[config.mk]
export PLATFORM = sky130hd
export DESIGN_NAME = acw_top
export DESIGN_NICKNAME = d
export VERILOG_FILES = /design/src/verilog/acw_pkg.sv /design/src/verilog/acw_top.sv /design/src/verilog/acw_coef_store.sv
export SDC_FILE = /design/constraint.sdc
export NUM_CORES = 1
export LEC_CHECK = 0
export BUFFER_PORTS_ARGS = -buffer_cell sky130_fd_sc_hd__buf_2
export CORE_ASPECT_RATIO = 1.2
export CORE_MARGIN = 3
export CORE_UTILIZATION = 30
export CTS_BUF_LIST = sky130_fd_sc_hd__clkbuf_4 sky130_fd_sc_hd__clkbuf_8
export DETAILED_ROUTE_END_ITERATION = 12
export GPL_TIMING_DRIVEN = 1
export PLACE_DENSITY = 0.56
export SYNTH_ARGS = -nofsm -noshare
export SYNTH_HDL_FRONTEND = slang
export SYNTH_SLANG_ARGS = --single-unit
[constraint.sdc]
create_clock -name CLK -period 4.9 [get_ports CLK]
set_input_delay 0.735 -clock CLK [delete_from_list [all_inputs] [get_ports CLK]]
set_output_delay 0.735 -clock CLK [all_outputs]
set_load 0.1 [all_outputs]
[src/verilog/acw_pkg.sv]
// Constants shared by the calibration access and window compare block
package acw_pkg;
    localparam int unsigned SFR_AW = 8;
    localparam int unsigned SFR_DW = 8;

    // Register addresses in the special function space
    localparam logic [7:0] ADDR_CALIB_POINTER          = 8'hba;
    localparam logic [7:0] ADDR_CALIB_COEFFICIENT_PORT = 8'hbb;
    localparam logic [7:0] ADDR_LOWER_LIMIT_HIGH       = 8'hc7;
    localparam logic [7:0] ADDR_LOWER_LIMIT_LOW        = 8'hc6;
    localparam logic [7:0] ADDR_UPPER_LIMIT_HIGH       = 8'hc5;
    localparam logic [7:0] ADDR_UPPER_LIMIT_LOW        = 8'hc4;
    localparam logic [7:0] ADDR_CONVERTER0_CONTROL     = 8'he8;

    // Pointer register layout and reset value
    localparam int unsigned PTR_ADVANCE_BIT = 7;
    localparam int unsigned PTR_SELECT_BIT  = 6;
    localparam int unsigned PTR_LOC_W       = 6;
    localparam logic [7:0]  PTR_RESET       = 8'hd7;

    // Control register layout
    localparam int unsigned CTRL_WINDOW_FLAG_BIT = 3;

    // Coefficient location map
    localparam logic [5:0] LOC_LINEARITY_LAST = 6'h12;
    localparam logic [5:0] LOC_OFFSET_LOW     = 6'h13;
    localparam logic [5:0] LOC_OFFSET_HIGH    = 6'h14;
    localparam logic [5:0] LOC_GAIN_LOW       = 6'h15;
    localparam logic [5:0] LOC_GAIN_HIGH      = 6'h16;
    localparam logic [7:0] OFFSET_HIGH_MASK   = 8'h3f;
    localparam logic [7:0] GAIN_HIGH_MASK     = 8'h1f;

    // Coefficient widths and neutral points
    localparam int unsigned OFFSET_W       = 14;
    localparam int unsigned GAIN_W         = 13;
    localparam logic [13:0] OFFSET_NEUTRAL = 14'h2000;
    localparam logic [12:0] GAIN_NEUTRAL   = 13'h1000;

    localparam int unsigned RESULT_W    = 16;
    localparam logic [15:0] LIMIT_RESET = 16'h0000;
endpackage

[src/verilog/acw_top.sv]
// Calibration coefficient access and converter-0 window comparator
// Summary of operation
// RULE_01 - Offset coefficient 14 bits, 0x2000 is neutral
// RULE_02 - Gain coefficient 13 bits, 0x1000 is neutral
// RULE_03 - Pointer bit 7 advances location after access
// RULE_04 - Pointer bit 6 picks converter coefficient bank
// RULE_05 - Pointer bits 5-0 address coefficient location
// RULE_06 - Data port reads and writes pointed byte
// RULE_07 - Linearity 0x00-0x12, offset 0x13-14, gain 0x15-16
// RULE_08 - Every converter-0 result checked against limits
// RULE_09 - Window flag serves interrupt and polled status
// RULE_10 - Limits held as high and low bytes
// RULE_11 - Compare uses converter-0 data register word
// RULE_12 - Limit ordering selects inside or outside window
// RULE_13 - Lower above upper: flag strictly inside window
// RULE_14 - Upper above lower: flag strictly outside window
// RULE_15 - Differential mode compares signed two's complement
// RULE_16 - Flag set by hardware, cleared by software
module acw_top (
    input  wire logic        CLK,
    input  wire logic        RST_N,
    input  wire logic [7:0]  SFR_ADDR,
    input  wire logic        SFR_WR,
    input  wire logic        SFR_RD,
    input  wire logic [7:0]  SFR_WDATA,
    output logic      [7:0]  SFR_RDATA,
    input  wire logic        CONV0_DONE,
    input  wire logic [15:0] CONV0_RESULT,
    input  wire logic        DIFF_MODE,
    output logic             WINDOW_FLAG,
    output logic             WINDOW_IRQ,
    output logic [13:0]      OFFSET_COEF0,
    output logic [13:0]      OFFSET_COEF1,
    output logic [12:0]      GAIN_COEF0,
    output logic [12:0]      GAIN_COEF1,
    output logic [13:0]      OFFSET_SHIFT0,
    output logic [13:0]      OFFSET_SHIFT1,
    output logic [12:0]      SLOPE_SHIFT0,
    output logic [12:0]      SLOPE_SHIFT1
);
    typedef struct packed {
        logic        pointer_auto_advance;
        logic        converter_coeff_select;
        logic [5:0]  coefficient_location_pointer;
        logic [15:0] lower_limit;
        logic [15:0] upper_limit;
        logic        window_compare_flag;
        logic [7:0]  rdata;
        logic [1:0][13:0] offset_coef;
        logic [1:0][12:0] gain_coef;
        logic [1:0][13:0] offset_shift;
        logic [1:0][12:0] slope_shift;
    } acw_state_s;

    acw_state_s st;
    acw_state_s next_st;

    logic [7:0]       store_rdata;
    logic [1:0][13:0] store_offset;
    logic [1:0][12:0] store_gain;
    logic             hit_pointer;
    logic             hit_port;
    logic             port_wr;
    logic             port_access;
    logic [15:0]      res_key;
    logic [15:0]      lower_key;
    logic [15:0]      upper_key;
    logic             below_lower;
    logic             above_upper;
    logic             inside_mode;
    logic             window_hit;
    logic [1:0][13:0] trim_offset;
    logic [1:0][12:0] trim_slope;

    assign hit_pointer = (SFR_ADDR == acw_pkg::ADDR_CALIB_POINTER);
    assign hit_port    = (SFR_ADDR == acw_pkg::ADDR_CALIB_COEFFICIENT_PORT);
    assign port_wr     = SFR_WR && hit_port;
    assign port_access = (SFR_WR || SFR_RD) && hit_port;

    acw_coef_store #(
        .DEPTH (64),
        .BANKS (2)
    ) u_store (
        .clk         (CLK),
        .wr_en       (port_wr),
        .bank        (st.converter_coeff_select), // [RULE_04]
        .loc         (st.coefficient_location_pointer), // [RULE_05]
        .wdata       (SFR_WDATA),
        .rdata       (store_rdata),
        .offset_coef (store_offset),
        .gain_coef   (store_gain)
    );

    // Flipping the sign bit turns a signed order into an unsigned one
    always_comb begin
        if (DIFF_MODE) begin
            res_key   = {~CONV0_RESULT[15], CONV0_RESULT[14:0]}; // [RULE_15] [RULE_11]
            lower_key = {~st.lower_limit[15], st.lower_limit[14:0]}; // [RULE_15]
            upper_key = {~st.upper_limit[15], st.upper_limit[14:0]}; // [RULE_15]
        end else begin
            res_key   = CONV0_RESULT; // [RULE_11]
            lower_key = st.lower_limit;
            upper_key = st.upper_limit;
        end
    end

    assign below_lower = (res_key < lower_key);
    assign above_upper = (res_key > upper_key);
    assign inside_mode = (lower_key > upper_key); // [RULE_12]

    always_comb begin
        if (inside_mode) begin
            window_hit = below_lower && above_upper; // [RULE_13]
        end else begin
            window_hit = below_lower || above_upper; // [RULE_14]
        end
    end

    // One trim path per converter
    genvar c;
    generate
        for (c = 0; c < 2; c++) begin : g_trim
            // Offset shift positive for codes below neutral; slope shift positive for codes above
            assign trim_offset[c] = acw_pkg::OFFSET_NEUTRAL - store_offset[c]; // [RULE_01]
            assign trim_slope[c]  = store_gain[c] - acw_pkg::GAIN_NEUTRAL; // [RULE_02]
        end
    endgenerate

    always_comb begin
        next_st = st;

        // Register writes
        if (SFR_WR) begin
            case (SFR_ADDR)
                acw_pkg::ADDR_CALIB_POINTER: begin
                    next_st.pointer_auto_advance         = SFR_WDATA[acw_pkg::PTR_ADVANCE_BIT];
                    next_st.converter_coeff_select       = SFR_WDATA[acw_pkg::PTR_SELECT_BIT]; // [RULE_04]
                    next_st.coefficient_location_pointer = SFR_WDATA[5:0]; // [RULE_05]
                end
                acw_pkg::ADDR_LOWER_LIMIT_HIGH: begin
                    next_st.lower_limit[15:8] = SFR_WDATA; // [RULE_10]
                end
                acw_pkg::ADDR_LOWER_LIMIT_LOW: begin
                    next_st.lower_limit[7:0] = SFR_WDATA; // [RULE_10]
                end
                acw_pkg::ADDR_UPPER_LIMIT_HIGH: begin
                    next_st.upper_limit[15:8] = SFR_WDATA; // [RULE_10]
                end
                acw_pkg::ADDR_UPPER_LIMIT_LOW: begin
                    next_st.upper_limit[7:0] = SFR_WDATA; // [RULE_10]
                end
                acw_pkg::ADDR_CONVERTER0_CONTROL: begin
                    next_st.window_compare_flag = SFR_WDATA[acw_pkg::CTRL_WINDOW_FLAG_BIT]; // [RULE_16]
                end
                default: begin
                end
            endcase
        end

        // Advance after the access, wrapping within the 6-bit field
        if (port_access && st.pointer_auto_advance) begin
            next_st.coefficient_location_pointer = st.coefficient_location_pointer + 6'h01; // [RULE_03]
        end

        // Hardware set wins over a software clear in the same cycle
        if (CONV0_DONE && window_hit) begin
            next_st.window_compare_flag = 1'b1; // [RULE_08] [RULE_16]
        end

        // Read data, registered; unmapped addresses read zero
        next_st.rdata = 8'h00;
        if (SFR_RD) begin
            case (SFR_ADDR)
                acw_pkg::ADDR_CALIB_POINTER: begin
                    next_st.rdata = {st.pointer_auto_advance, st.converter_coeff_select,
                                     st.coefficient_location_pointer};
                end
                acw_pkg::ADDR_CALIB_COEFFICIENT_PORT: begin
                    next_st.rdata = store_rdata; // [RULE_06]
                end
                acw_pkg::ADDR_LOWER_LIMIT_HIGH: begin
                    next_st.rdata = st.lower_limit[15:8];
                end
                acw_pkg::ADDR_LOWER_LIMIT_LOW: begin
                    next_st.rdata = st.lower_limit[7:0];
                end
                acw_pkg::ADDR_UPPER_LIMIT_HIGH: begin
                    next_st.rdata = st.upper_limit[15:8];
                end
                acw_pkg::ADDR_UPPER_LIMIT_LOW: begin
                    next_st.rdata = st.upper_limit[7:0];
                end
                acw_pkg::ADDR_CONVERTER0_CONTROL: begin
                    next_st.rdata[acw_pkg::CTRL_WINDOW_FLAG_BIT] = st.window_compare_flag; // [RULE_09]
                end
                default: begin
                    next_st.rdata = 8'h00;
                end
            endcase
        end

        // Trim values follow the stored coefficients one cycle later
        next_st.offset_coef  = store_offset; // [RULE_01]
        next_st.gain_coef    = store_gain; // [RULE_02]
        next_st.offset_shift = trim_offset; // [RULE_01]
        next_st.slope_shift  = trim_slope; // [RULE_02]
    end

    always_ff @(posedge CLK) begin
        if (!RST_N) begin
            st.pointer_auto_advance         <= acw_pkg::PTR_RESET[acw_pkg::PTR_ADVANCE_BIT];
            st.converter_coeff_select       <= acw_pkg::PTR_RESET[acw_pkg::PTR_SELECT_BIT];
            st.coefficient_location_pointer <= acw_pkg::PTR_RESET[5:0];
            st.lower_limit                  <= acw_pkg::LIMIT_RESET;
            st.upper_limit                  <= acw_pkg::LIMIT_RESET;
            st.window_compare_flag          <= 1'b0;
            st.rdata                        <= 8'h00;
            st.offset_coef                  <= '0;
            st.gain_coef                    <= '0;
            st.offset_shift                 <= '0;
            st.slope_shift                  <= '0;
        end else begin
            st <= next_st;
        end
    end

    assign SFR_RDATA     = st.rdata;
    assign WINDOW_FLAG   = st.window_compare_flag; // [RULE_09]
    assign WINDOW_IRQ    = st.window_compare_flag; // [RULE_09]
    assign OFFSET_COEF0  = st.offset_coef[0];
    assign OFFSET_COEF1  = st.offset_coef[1];
    assign GAIN_COEF0    = st.gain_coef[0];
    assign GAIN_COEF1    = st.gain_coef[1];
    assign OFFSET_SHIFT0 = st.offset_shift[0];
    assign OFFSET_SHIFT1 = st.offset_shift[1];
    assign SLOPE_SHIFT0  = st.slope_shift[0];
    assign SLOPE_SHIFT1  = st.slope_shift[1];
endmodule

[src/verilog/acw_coef_store.sv]
// Calibration coefficient storage for both converters
module acw_coef_store #(
    parameter int unsigned DEPTH = 64,
    parameter int unsigned BANKS = 2
) (
    input  wire logic                                   clk,
    input  wire logic                                   wr_en,
    input  wire logic                                   bank,
    input  wire logic [acw_pkg::PTR_LOC_W-1:0]          loc,
    input  wire logic [7:0]                             wdata,
    output logic      [7:0]                             rdata,
    output logic      [BANKS-1:0][acw_pkg::OFFSET_W-1:0] offset_coef,
    output logic      [BANKS-1:0][acw_pkg::GAIN_W-1:0]   gain_coef
);
    // No reset: the contents are variable after power-up
    logic [7:0] mem [BANKS][DEPTH];
    logic [7:0] wmask;

    always_comb begin
        if (loc == acw_pkg::LOC_OFFSET_HIGH) begin
            wmask = acw_pkg::OFFSET_HIGH_MASK;
        end else if (loc == acw_pkg::LOC_GAIN_HIGH) begin
            wmask = acw_pkg::GAIN_HIGH_MASK;
        end else begin
            wmask = 8'hff;
        end
    end

    always_ff @(posedge clk) begin
        if (wr_en) begin
            mem[bank][loc] <= wdata & wmask; // [RULE_06] [RULE_07]
        end
    end

    assign rdata = mem[bank][loc]; // [RULE_06]

    genvar b;
    generate
        for (b = 0; b < BANKS; b++) begin : g_bank
            // Unused upper bits are masked on write, so they read as zero
            assign offset_coef[b] = {mem[b][acw_pkg::LOC_OFFSET_HIGH][5:0],
                                     mem[b][acw_pkg::LOC_OFFSET_LOW]}; // [RULE_01] [RULE_07]
            assign gain_coef[b]   = {mem[b][acw_pkg::LOC_GAIN_HIGH][4:0],
                                     mem[b][acw_pkg::LOC_GAIN_LOW]}; // [RULE_02] [RULE_07]
        end
    endgenerate
endmodule

Word level (Yosys, flattened, before mapping)
Memories as Yosys holds them, arrays and structs flattened. A register that Yosys moved wholly into a read port is not among the register bits.
Cells that the tools add are included.

operators by class
  magnitude comparators = 5
  $add $sub $neg = 5
  multiplexer cells = 27
  equal/unequal tests = 9
  bitwise logic cells = 5
  reduce and logical (&&, ||, !) cells = 20

operators by type and width
  kind                      number
  $mux W512                 1
  $mux W8                   9
  $eq A8 B8 Y1 const B      7
  $bmux W8 S6               1
  $demux W8 S6              1
  $mux W16                  3
  $mux W39                  1
  $gt A16 B16 Y1            2
  $sub A14 B14 Y14 const A  2
  $sub A13 B13 Y13 const B  2
  $pmux W4 S6               1
  $pmux W3 S6               1
  $lt A16 B16 Y1            1
  $reduce_and A2 Y1         8
  $eq A6 B5 Y1 const B      2
  $mux W6                   2
  $and A8 B8 Y8             1
  $reduce_bool A2 Y1        4
  $ge A7 B7 Y1 const B      1
  $lt A7 B1 Y1 const B      1
  $not A6 Y7                1
  $pmux W1 S7               1
  $add A6 B1 Y6 const B     1
  $logic_and A1 B1 Y1       6
  3 further kinds           11

storage, ports and cells
  output and inout port bits = 118
  register bits after elaboration = 157
  bits of input ports = 38
  memories = 1
  bits in writable memories = 1024

memories
  memory       words  bits a word  rd ports  clocked after Yosys merged registers in  wr ports  RTL line              text
  u_store.mem  2      512          3         1                                        1         acw_coef_store.sv:16  logic [7:0] mem [BANKS][DEPTH];

Logic depth before layout (Yosys ltp)
Gate-level depths: netlist of the first run.

  depth after elaboration = 8
  gate-level depth with buffers = 12
  gate-level depth less buffers = 9

By module
From an unflattened synthesis of the first run, not the netlist that was laid out.

unflattened totals
  cell total of the unflattened synthesis = 2839
  area, all modules = 47334.1 um^2

modules (own cells, without submodules)
  module          cells each  area each (um^2)  times used
  acw_coef_store  2062        40478.8           1
  acw_top         777         6855.3            1

Worst setup path before layout of the first run
No wires, ideal clock.

  kind = register -> register
  start point = reg st[149] (netlist bit)
  end point = mem u_store.mem[0][102] (netlist bit), data pin
  arrival time = 4491 ps
  period minus slack after synthesis = 5318 ps
  required time = 4073 ps
  setup time = 827 ps
  cell stages (with the launch flop) = 9
  path buffers = 3
  setup slack = -418 ps
  cells stage by stage = dfxtp_1 buf_4 buf_2 inv_1 clkbuf_1 ha_1 nor2_1 nor2_1 nor2b_1

between the ends
  word-level cells in the longest chain between the ends = 4
  elaborated cells between the ends (all ways) = 5

ends and longest elaborated chain
  element                 RTL line              text
  start, declared         acw_top.sv:55         acw_state_s st;
  start signal, assigned  acw_top.sv:223        st <= next_st;
  $eq A6 B5 Y1            acw_coef_store.sv:22  end else if (loc == acw_pkg::LOC_GAIN_HIGH) begin
  $mux W8                 acw_coef_store.sv:22
  $mux W8 (*)             acw_coef_store.sv:20  if (loc == acw_pkg::LOC_OFFSET_HIGH) begin
  $and A8 B8 Y8 (*)       acw_coef_store.sv:31  mem[bank][loc] <= wdata & wmask;
  end, declared           acw_coef_store.sv:16

Every way passes the cells marked *; elsewhere a longest branch is shown, timed or not.

Worst setup path after layout of the first run
  start point = reg st[151] (netlist bit)
  end point = reg st, in the netlist SFR_RDATA[7]

between the ends
  word-level cells in the longest chain between the ends = 5

ends and longest elaborated chain
  element                                      RTL line              text
  $not A6 Y7 (not written as such)             acw_coef_store.sv:35  assign rdata = mem[bank][loc];
  $bmux W8 S6                                  acw_coef_store.sv:35
  $mux W8 (not written as such) (2 in series)  acw_coef_store.sv:35
  $pmux W4 S6                                  acw_top.sv:173        case (SFR_ADDR)

Every way passes these cells. The select of a mux whose other input is x is not followed.
A chain may end at the register's enable or synchronous reset.

==> impl_metrics.csv, run 1 <==
group,metric,value,unit
clocking,cts_sinks,1156,
layout,num-fill-cells,14700,
synthesis,syn_avg_cell_area,17.7,um2
setup_path,worstPathRequired,5.62,ns
synthesis,ys_seq_area_share,71.0,%
synthesis,synth-seq-cells,1156,
synthesis,async_flop_share,0,%
setup_path,critPathArrivalTime,4.17,ns
routing,drt_iter0_drc,2410,
power_and_ir_drop,peakVddDrop,0.186,mV
routing,routed_wirelength,130000,um
layout,area_growth,13.9,%
power_and_ir_drop,p_int,0.0151,W
timing,grt_setup_unrepaired,"no",
synthesis,syn_area,0.0470,mm2
power_and_ir_drop,power.share.clock,41.4,%
layout,drive_above_1_share,28.0,%
power_and_ir_drop,p_sw_share,21.8,%
setup_path,cp_max_fo,34,
clocking,cts_buffer_depth,3,
power_and_ir_drop,p_leak,18.1,nW
setup_path,worstSetupEndpointType,"register",
layout,nNetsFinal,2955,
die,num_rows,158,
timing,worst_pin_slew,1.05,ns
timing,max_freq,290,MHz
die,dieWidth,367,um
setup_path,critical-path-max-stage-delay,0.81,ns
setup_path,cp-start-kind,"register",
setup_path,cp_slowest_cell,"and2_1",
synthesis,syn_inst,2655,
synthesis,syn-num-nets,2742,
routing,postRouteAntennaNets,0,
clocking,post_cts_buffers,0,
power_and_ir_drop,power_frac_seq,55.6,%
clocking,clockRootBuffer,"clkbuf_8",
setup_path,crit_top_cell,"buf_4",
timing,final_hold_viol_count,0,
timing,skew,0.0359,ns
clocking,tritoncts,"done",
die,initial_core_util,30.3,%
place,port_buffers,155,
place,place_hpwl,85700,um
setup_path,crit_chain,"buf_4 > buf_4 > and2_1 > a22oi_1 > nand4_1 > nand3_1 > nor3_1 > and3_1 > a221oi_1",
global_route,grt_max_degree,125,
clocking,cts_resized,0,
global_route,gr-total-overflow,0,
timing,hold_ws,0.194,ns
synthesis,yosysUniqueCellTypes,71,
routing,avgViaCountPerCell,5.01,
synthesis,synth_top_flop_cell,"edfxtp_1",
global_route,grt_pass1_vias,25600,
setup_path,critPathBufInv,2,
clocking,cts_hold_buf,0,
timing,period_share,70.5,%
timing,finalSetupViolCount,0,
global_route,grt_pass1_wl,190000,um
power_and_ir_drop,combPwrFrac,2.9,%
place,gp_congestion,0.884,
clocking,clk_pin_slew,0.07,ns
synthesis,ys_warn_count,0,
clocking,numCtsBuffers,171,
die,core_area,0.155,mm2
synthesis,synth-edff-count,1024,
routing,first_pass_iters,5,
die,fp.dieArea,0.161,mm2
power_and_ir_drop,p_switching,0.00421,W
clocking,clock_latency,0.88,ns
timing,finalCriticalPeriod,3.45,ns
job,max_cap_viol_count,0,
routing,drc,0,
setup_path,crit_family,"simple AND/OR/NAND/NOR gates",
routing,post_drt_wl_per_cell,25.6,um
power_and_ir_drop,p_total,0.0193,W
clocking,cts_max_level,4,
setup_path,path_class,"register to register",
timing,maxSlewViolCount,0,
outcome,status,"finished, final reports clean",
global_route,antenna_found_initial,7,
worst_hold_path,hp-class,"primary input to register",
routing,vias,25500,
power_and_ir_drop,power_density,360,mW/mm2
die,die_h,440,um
layout,utilization,34.5,%
timing,relSlewSlack,29.8,%
die,io_pins,156,
global_route,grt_usage,16.0,%
[path summary, 6_finish.rpt]
path               endpoint  cells past startpoint           startpoint  slack [ns]
max            SFR_RDATA[7]                      9              st[151]        1.45
min                 st[123]                      3         SFR_WDATA[6]        0.19
max reg2reg    SFR_RDATA[7]                      9              st[151]        1.45
min reg2reg  GAIN_COEF0[10]                      1  u_store.mem[0][330]        0.48
[state kept, by name, summed over array words and instances, names as in the netlist, 13 cells and up, named ones only]
signal         cells
OFFSET_COEF0      14
OFFSET_SHIFT1     13
u_store.mem     1024
OFFSET_SHIFT0     13
GAIN_COEF0        13
st                40
OFFSET_COEF1      14
GAIN_COEF1        13
[placed cells by master, fill, tap and decap left out, types with 8 or more instances in the layout]
master / count
nand3_1: 36
xnor2_1: 14
mux2i_1: 121
nand2b_1: 13
and2_1: 77
inv_1: 41
and3_1: 19
clkbuf_4: 58
o211ai_1: 9
clkinv_1: 33
nor2b_1: 43
nand4_1: 11
nor2_1: 163
buf_12: 15
clkbuf_8: 178
buf_4: 131
nand2_1: 89
a211oi_1: 11
o21ai_0: 25
clkinv_2: 24
edfxtp_1: 1024
a21boi_0: 10
a21o_1: 12
mux4_2: 244
a32oi_1: 9
nor4_1: 15
bufinv_16: 8
a221oi_1: 13
a22oi_1: 32
ha_1: 49
nor3_1: 29
a21oi_1: 46
or3_1: 13
buf_2: 150
dfxtp_1: 127
a31oi_1: 9
o22ai_1: 9
[synth_stat cells, types with 25 or more instances]
master	instances	area, um2
edfxtp_1	1024	30700
mux4_2	244	5500
nor2_1	163	612
buf_4	133	998
dfxtp_1	132	2640
mux2i_1	121	1210
nand2_1	89	334
and2_1	77	482
clkbuf_1	58	218
ha_1	49	613
a21oi_1	46	230
nor2b_1	46	288
inv_1	41	154
nand3_1	37	185
a22oi_1	32	240
buf_2	29	145
nor3_1	29	145
o21ai_0	25	125
[worst min-delay path, stage by stage]
cell	delay, ns
buf_2	0.15
nand3_1	0.07
a21boi_0	0.07
[power by group through the flow]
stage / Combinational (W) / Clock [W] / Sequential, W
6_report: 0.000563 / 0.00800 / 0.0107
5_1_grt: 0.000597 / 0.00860 / 0.0107
4_1_cts: 0.000569 / 0.00817 / 0.0107
3_5_place_dp: 0.000569 / 0 / 0.0109
3_3_place_gp: 0.000566 / 0 / 0.0109
2_1_floorplan: 0.000341 / 0 / 0.0110
[cell families after synthesis]
| logic type | count (synthesis) | share of synthesized area, % |
|---|---|---|
| flip-flops | 1156 | 71.0 |
| multiplexers | 370 | 14.4 |
| XOR/XNOR | 19 | 0.354 |
| buffers and inverters | 298 | 3.79 |
| AO/OA/AOI/OAI | 232 | 3.47 |
| adder cells (fa/ha/maj) | 49 | 1.30 |
| AND/OR/NAND/NOR | 531 | 5.65 |
[layout make-up]
cell class,instances,area (um2),area share (%)
diodes,2,5.00,0.00935
clock buffers,236,2890,5.39
clock inverters,76,598,1.12
inverters,42,159,0.297
multi-input cells,1201,11900,22.1
flip-flops and latches,1156,33400,62.4
well taps,2080,2600,4.86
repair buffers,296,2030,3.80
[metal layers]
layer | track usage (%) | routed length [um] | vias to the layer above
li1 | - | - | 10800
met1 | 21.0 | 53100 | 13300
met2 | 26.1 | 63300 | 1171
met3 | 3.45 | 9230 | 236
met4 | 6.22 | 4720 | 8
met5 | 0 | 61 | -
[through the flow]
step,setup slack (ns),TNS (ns),std cells,instance area [um2]
6_report,1.45,0,5089,53500
5_1_grt,1.38,0,5089,53500
4_1_cts,1.50,0,5087,53500
3_5_place_dp,0.843,0,4775,50100
3_3_place_gp,0.911,0,4775,50100
2_1_floorplan,-0.418,-107.06,2655,47000
Note: power is estimated with default switching activity, not from simulation.
==> run 2: changes to the inputs <==
ABC_AREA = 1   (was not set)
PLACE_DENSITY = 0.54   (was 0.56)
clock period = 3.37 ns   (was 4.9 ns; I/O delays follow)
==> run 2 against run 1 <==
Routed wire length rose by 9.7%. Flip-flop and latch count stayed put. Fmax up 20%. Sequential power rose by 46%. Worst hold slack lost 0.094 ns. Critical path type unchanged. Largest cell class unchanged.
==> impl_metrics.csv, run 2 <==
group,metric,value,unit
outcome,status,"finished, final reports clean",
synthesis,ys_top_cells_by_count,"1274 x nand2_1, 1024 x edfxtp_1, 783 x nor2_1",
setup_path,crit_family,"buffers and inverters",
global_route,antenna_found_initial,5,
worst_hold_path,holdCritStartpoint,"SFR_ADDR[1]",
setup_path,critPathBufInv,4,
synthesis,synth_area_leader_cell,"edfxtp_1",
layout,largestRegisters,"u_store.mem x1024, st x40",
synthesis,syn-num-nets,4967,
synthesis,synthMuxAreaShare,0.0201,%
clocking,cts_sinks,1156,
synthesis,synth_compound_gate_area_share,5.91,%
setup_path,worstSetupEndpointType,"register",
layout,largest_reg_flops,1024,
clocking,tritoncts,"done",
synthesis,yosysTopAreaCellShare,61.6,%
setup_path,r2r_end,"SFR_RDATA[1]",
worst_hold_path,min_to,"WINDOW_FLAG",
routing,vias,34700,
routing,avgViaCountPerCell,4.67,
timing,max_freq,347,MHz
synthesis,synth_top_flop_cell,"edfxtp_1",
setup_path,cp-start-kind,"register",
setup_path,path_class,"register to register",
clocking,clock_latency,0.90,ns
synthesis,syn_area,0.0499,mm2
synthesis,syn_inst,4880,
clocking,clockRootBuffer,"clkbuf_8",
place,gp_congestion,0.865,
timing,finalCriticalPeriod,2.89,ns
die,dieWidth,378,um
setup_path,r2r_slack,0.48,ns
routing,postRouteAntennaNets,0,
worst_hold_path,hp-class,"primary input to register",
clocking,cts_resized,0,
timing,finalSetupViolCount,0,
layout,mostFrequentLayoutCell,"nand2_1",
clocking,cts_hold_buf,7,
place,port_buffers,155,
die,fp.dieArea,0.171,mm2
layout,nNetsFinal,5221,
layout,utilization,34.8,%
routing,drt_iter0_drc,2941,
synthesis,synth-edff-count,1024,
setup_path,cp_slowest_cell,"o21ai_0",
layout,drive_above_1_share,14.0,%
synthesis,yosysMostFrequentCell,"nand2_1",
synthesis,synth-seq-cells,1156,
setup_path,crit_top_cell,"nand2_1",
timing,skew,0.0411,ns
synthesis,synth_xor_xnor_area_share,0.193,%
timing,final_hold_viol_count,0,
die,core_area,0.165,mm2
power_and_ir_drop,p_leak,22.7,nW
setup_path,crit_chain,"inv_8 > buf_4 > buf_4 > nand2_1 > nand3_1 > nand2_1 > nand2_1 > nand2_1 > o21ai_0 > nand2_1 > nor2_1 > buf_4 > nand3_1 > nand2_1 > a21oi_1",
synthesis,async_flop_share,0,%
synthesis,ys_warn_count,0,
timing,finalSetupTns,0,ns
synthesis,synth_top_family_by_area,"simple AND/OR/NAND/NOR gates",
timing,maxSlewViolCount,0,
place,placed_cells,7095,
setup_path,cp_max_fo,30,
synthesis,yosys-top-cells-area,"edfxtp_1 62%, nand2_1 9.6%, nor2_1 5.9%, dfxtp_1 5.3%, o21ai_0 3.8%",
setup_path,rr_worst_depth,15,
global_route,grt_pass1_vias,34100,
power_and_ir_drop,p_total,0.0284,W
synthesis,ys_seq_area_share,66.9,%
routing,first_pass_iters,5,
clocking,cts_buffer_depth,3,
die,num_rows,163,
power_and_ir_drop,peakVddDrop,0.341,mV
synthesis,syn_avg_cell_area,10.2,um2
timing,worst_pin_slew,0.947,ns
die,initial_core_util,30.3,%
synthesis,yosys.area_share.adder,1.23,%
power_and_ir_drop,power_density,495,mW/mm2
layout,num-fill-cells,16600,
timing,relSlewSlack,36.8,%
setup_path,worstPathRequired,4.15,ns
timing,grt_setup_unrepaired,"no",
synthesis,synth_simple_gate_area_share,18.4,%
routing,routed_wirelength,143000,um
place,place_hpwl,89100,um
global_route,grt_usage,16.5,%
setup_path,critical-path-max-stage-delay,0.48,ns
timing,period_share,85.6,%
routing,post_drt_wl_per_cell,19.3,um
timing,hold_ws,0.101,ns
layout,multi_input_area,0.0129,mm2
global_route,gr-total-overflow,0,
layout,stdcell_count,7423,
synthesis,yosysUniqueCellTypes,42,
clocking,post_cts_buffers,0,
routing,drc,0,
layout,largest-register,"u_store.mem",
job,max_cap_viol_count,0,
clocking,numCtsBuffers,175,
global_route,grt_max_degree,132,
setup_path,critPathArrivalTime,3.66,ns
layout,regArea,0.0334,mm2
layout,layout_common_cells,"1274 x nand2_1, 1024 x edfxtp_1, 781 x nor2_1",
worst_hold_path,min_path_cells,5,
die,die_h,453,um
clocking,clk_pin_slew,0.07,ns
die,io_pins,156,
global_route,grt_pass1_wl,215000,um
clocking,cts_max_level,4,
layout,area_growth,15.0,%
[run 2: worst max-delay path by stage]
stage / from / to / slack (ns) / cells past startpoint
after global placement: SFR_ADDR[5] / u_store.mem[0][61] / 0.34 / 11
final: register / SFR_RDATA[1] / 0.48 / 15
after CTS: register / SFR_RDATA[1] / 0.42 / 15
after floorplan: st[149] / u_store.mem[0][102] / 0.19 / 8
after detailed placement: SFR_ADDR[1] / u_store.mem[1][60] / 0.31 / 11
after global routing: register / SFR_RDATA[1] / 0.31 / 15
[run 2: power by group]
group,switching (W),leakage (nW),internal (W)
clock,0.00551,1.85,0.00636
combinational,0.000765,10.6,0.000167
sequential,0.0000118,10.3,0.0156
total,0.00628,22.7,0.0221
[run 2: kinds of logic (layout without fill, tap and decap cells)]
logic type	count (synthesis)	in the layout
multiplexers	1	1
AND/OR/NAND/NOR	2335	2335
adder cells (fa/ha/maj)	49	49
flip-flops	1156	1156
other	0	2
XOR/XNOR	11	11
buffers and inverters	762	1158
AO/OA/AOI/OAI	566	566
[run 2: routing by layer]
| metal | global-route usage, % | vias to the layer above | routed length, um |
|---|---|---|---|
| li1 | - | 16600 | - |
| met5 | 0 | - | 41 |
| met1 | 21.2 | 16700 | 61000 |
| met3 | 2.59 | 245 | 8330 |
| met2 | 28.2 | 1179 | 69200 |
| met4 | 5.65 | 6 | 4470 |
[run 2: final cells by class]
class / instances / share of cell area [%]
Antenna cell: 2 / 0.00872
Clock inverter: 89 / 1.21
Timing Repair Buffer: 433 / 5.74
Multi-Input combinational cell: 2962 / 22.5
Tap cell: 2145 / 4.68
Clock buffer: 230 / 5.02
Inverter: 406 / 2.69
Sequential cell: 1156 / 58.2
[run 2: through the flow]
stage               area (um2)  worst slack, ns
global route             57400            0.308
floorplan                49900            0.194
detailed placement       53700            0.305
CTS                      57400            0.416
finish                   57400            0.485
global placement         53700            0.337
[run 2: worst min-delay path, delay by kind of cell]
| family | cells | cell delay [ns] |
|---|---|---|
| buffers and inverters | 1 | 0.12 |
| and+or+nand+nor | 2 | 0.14 |
| muxes | 1 | 0.07 |
| AOI/OAI and AO/OA | 1 | 0.13 |
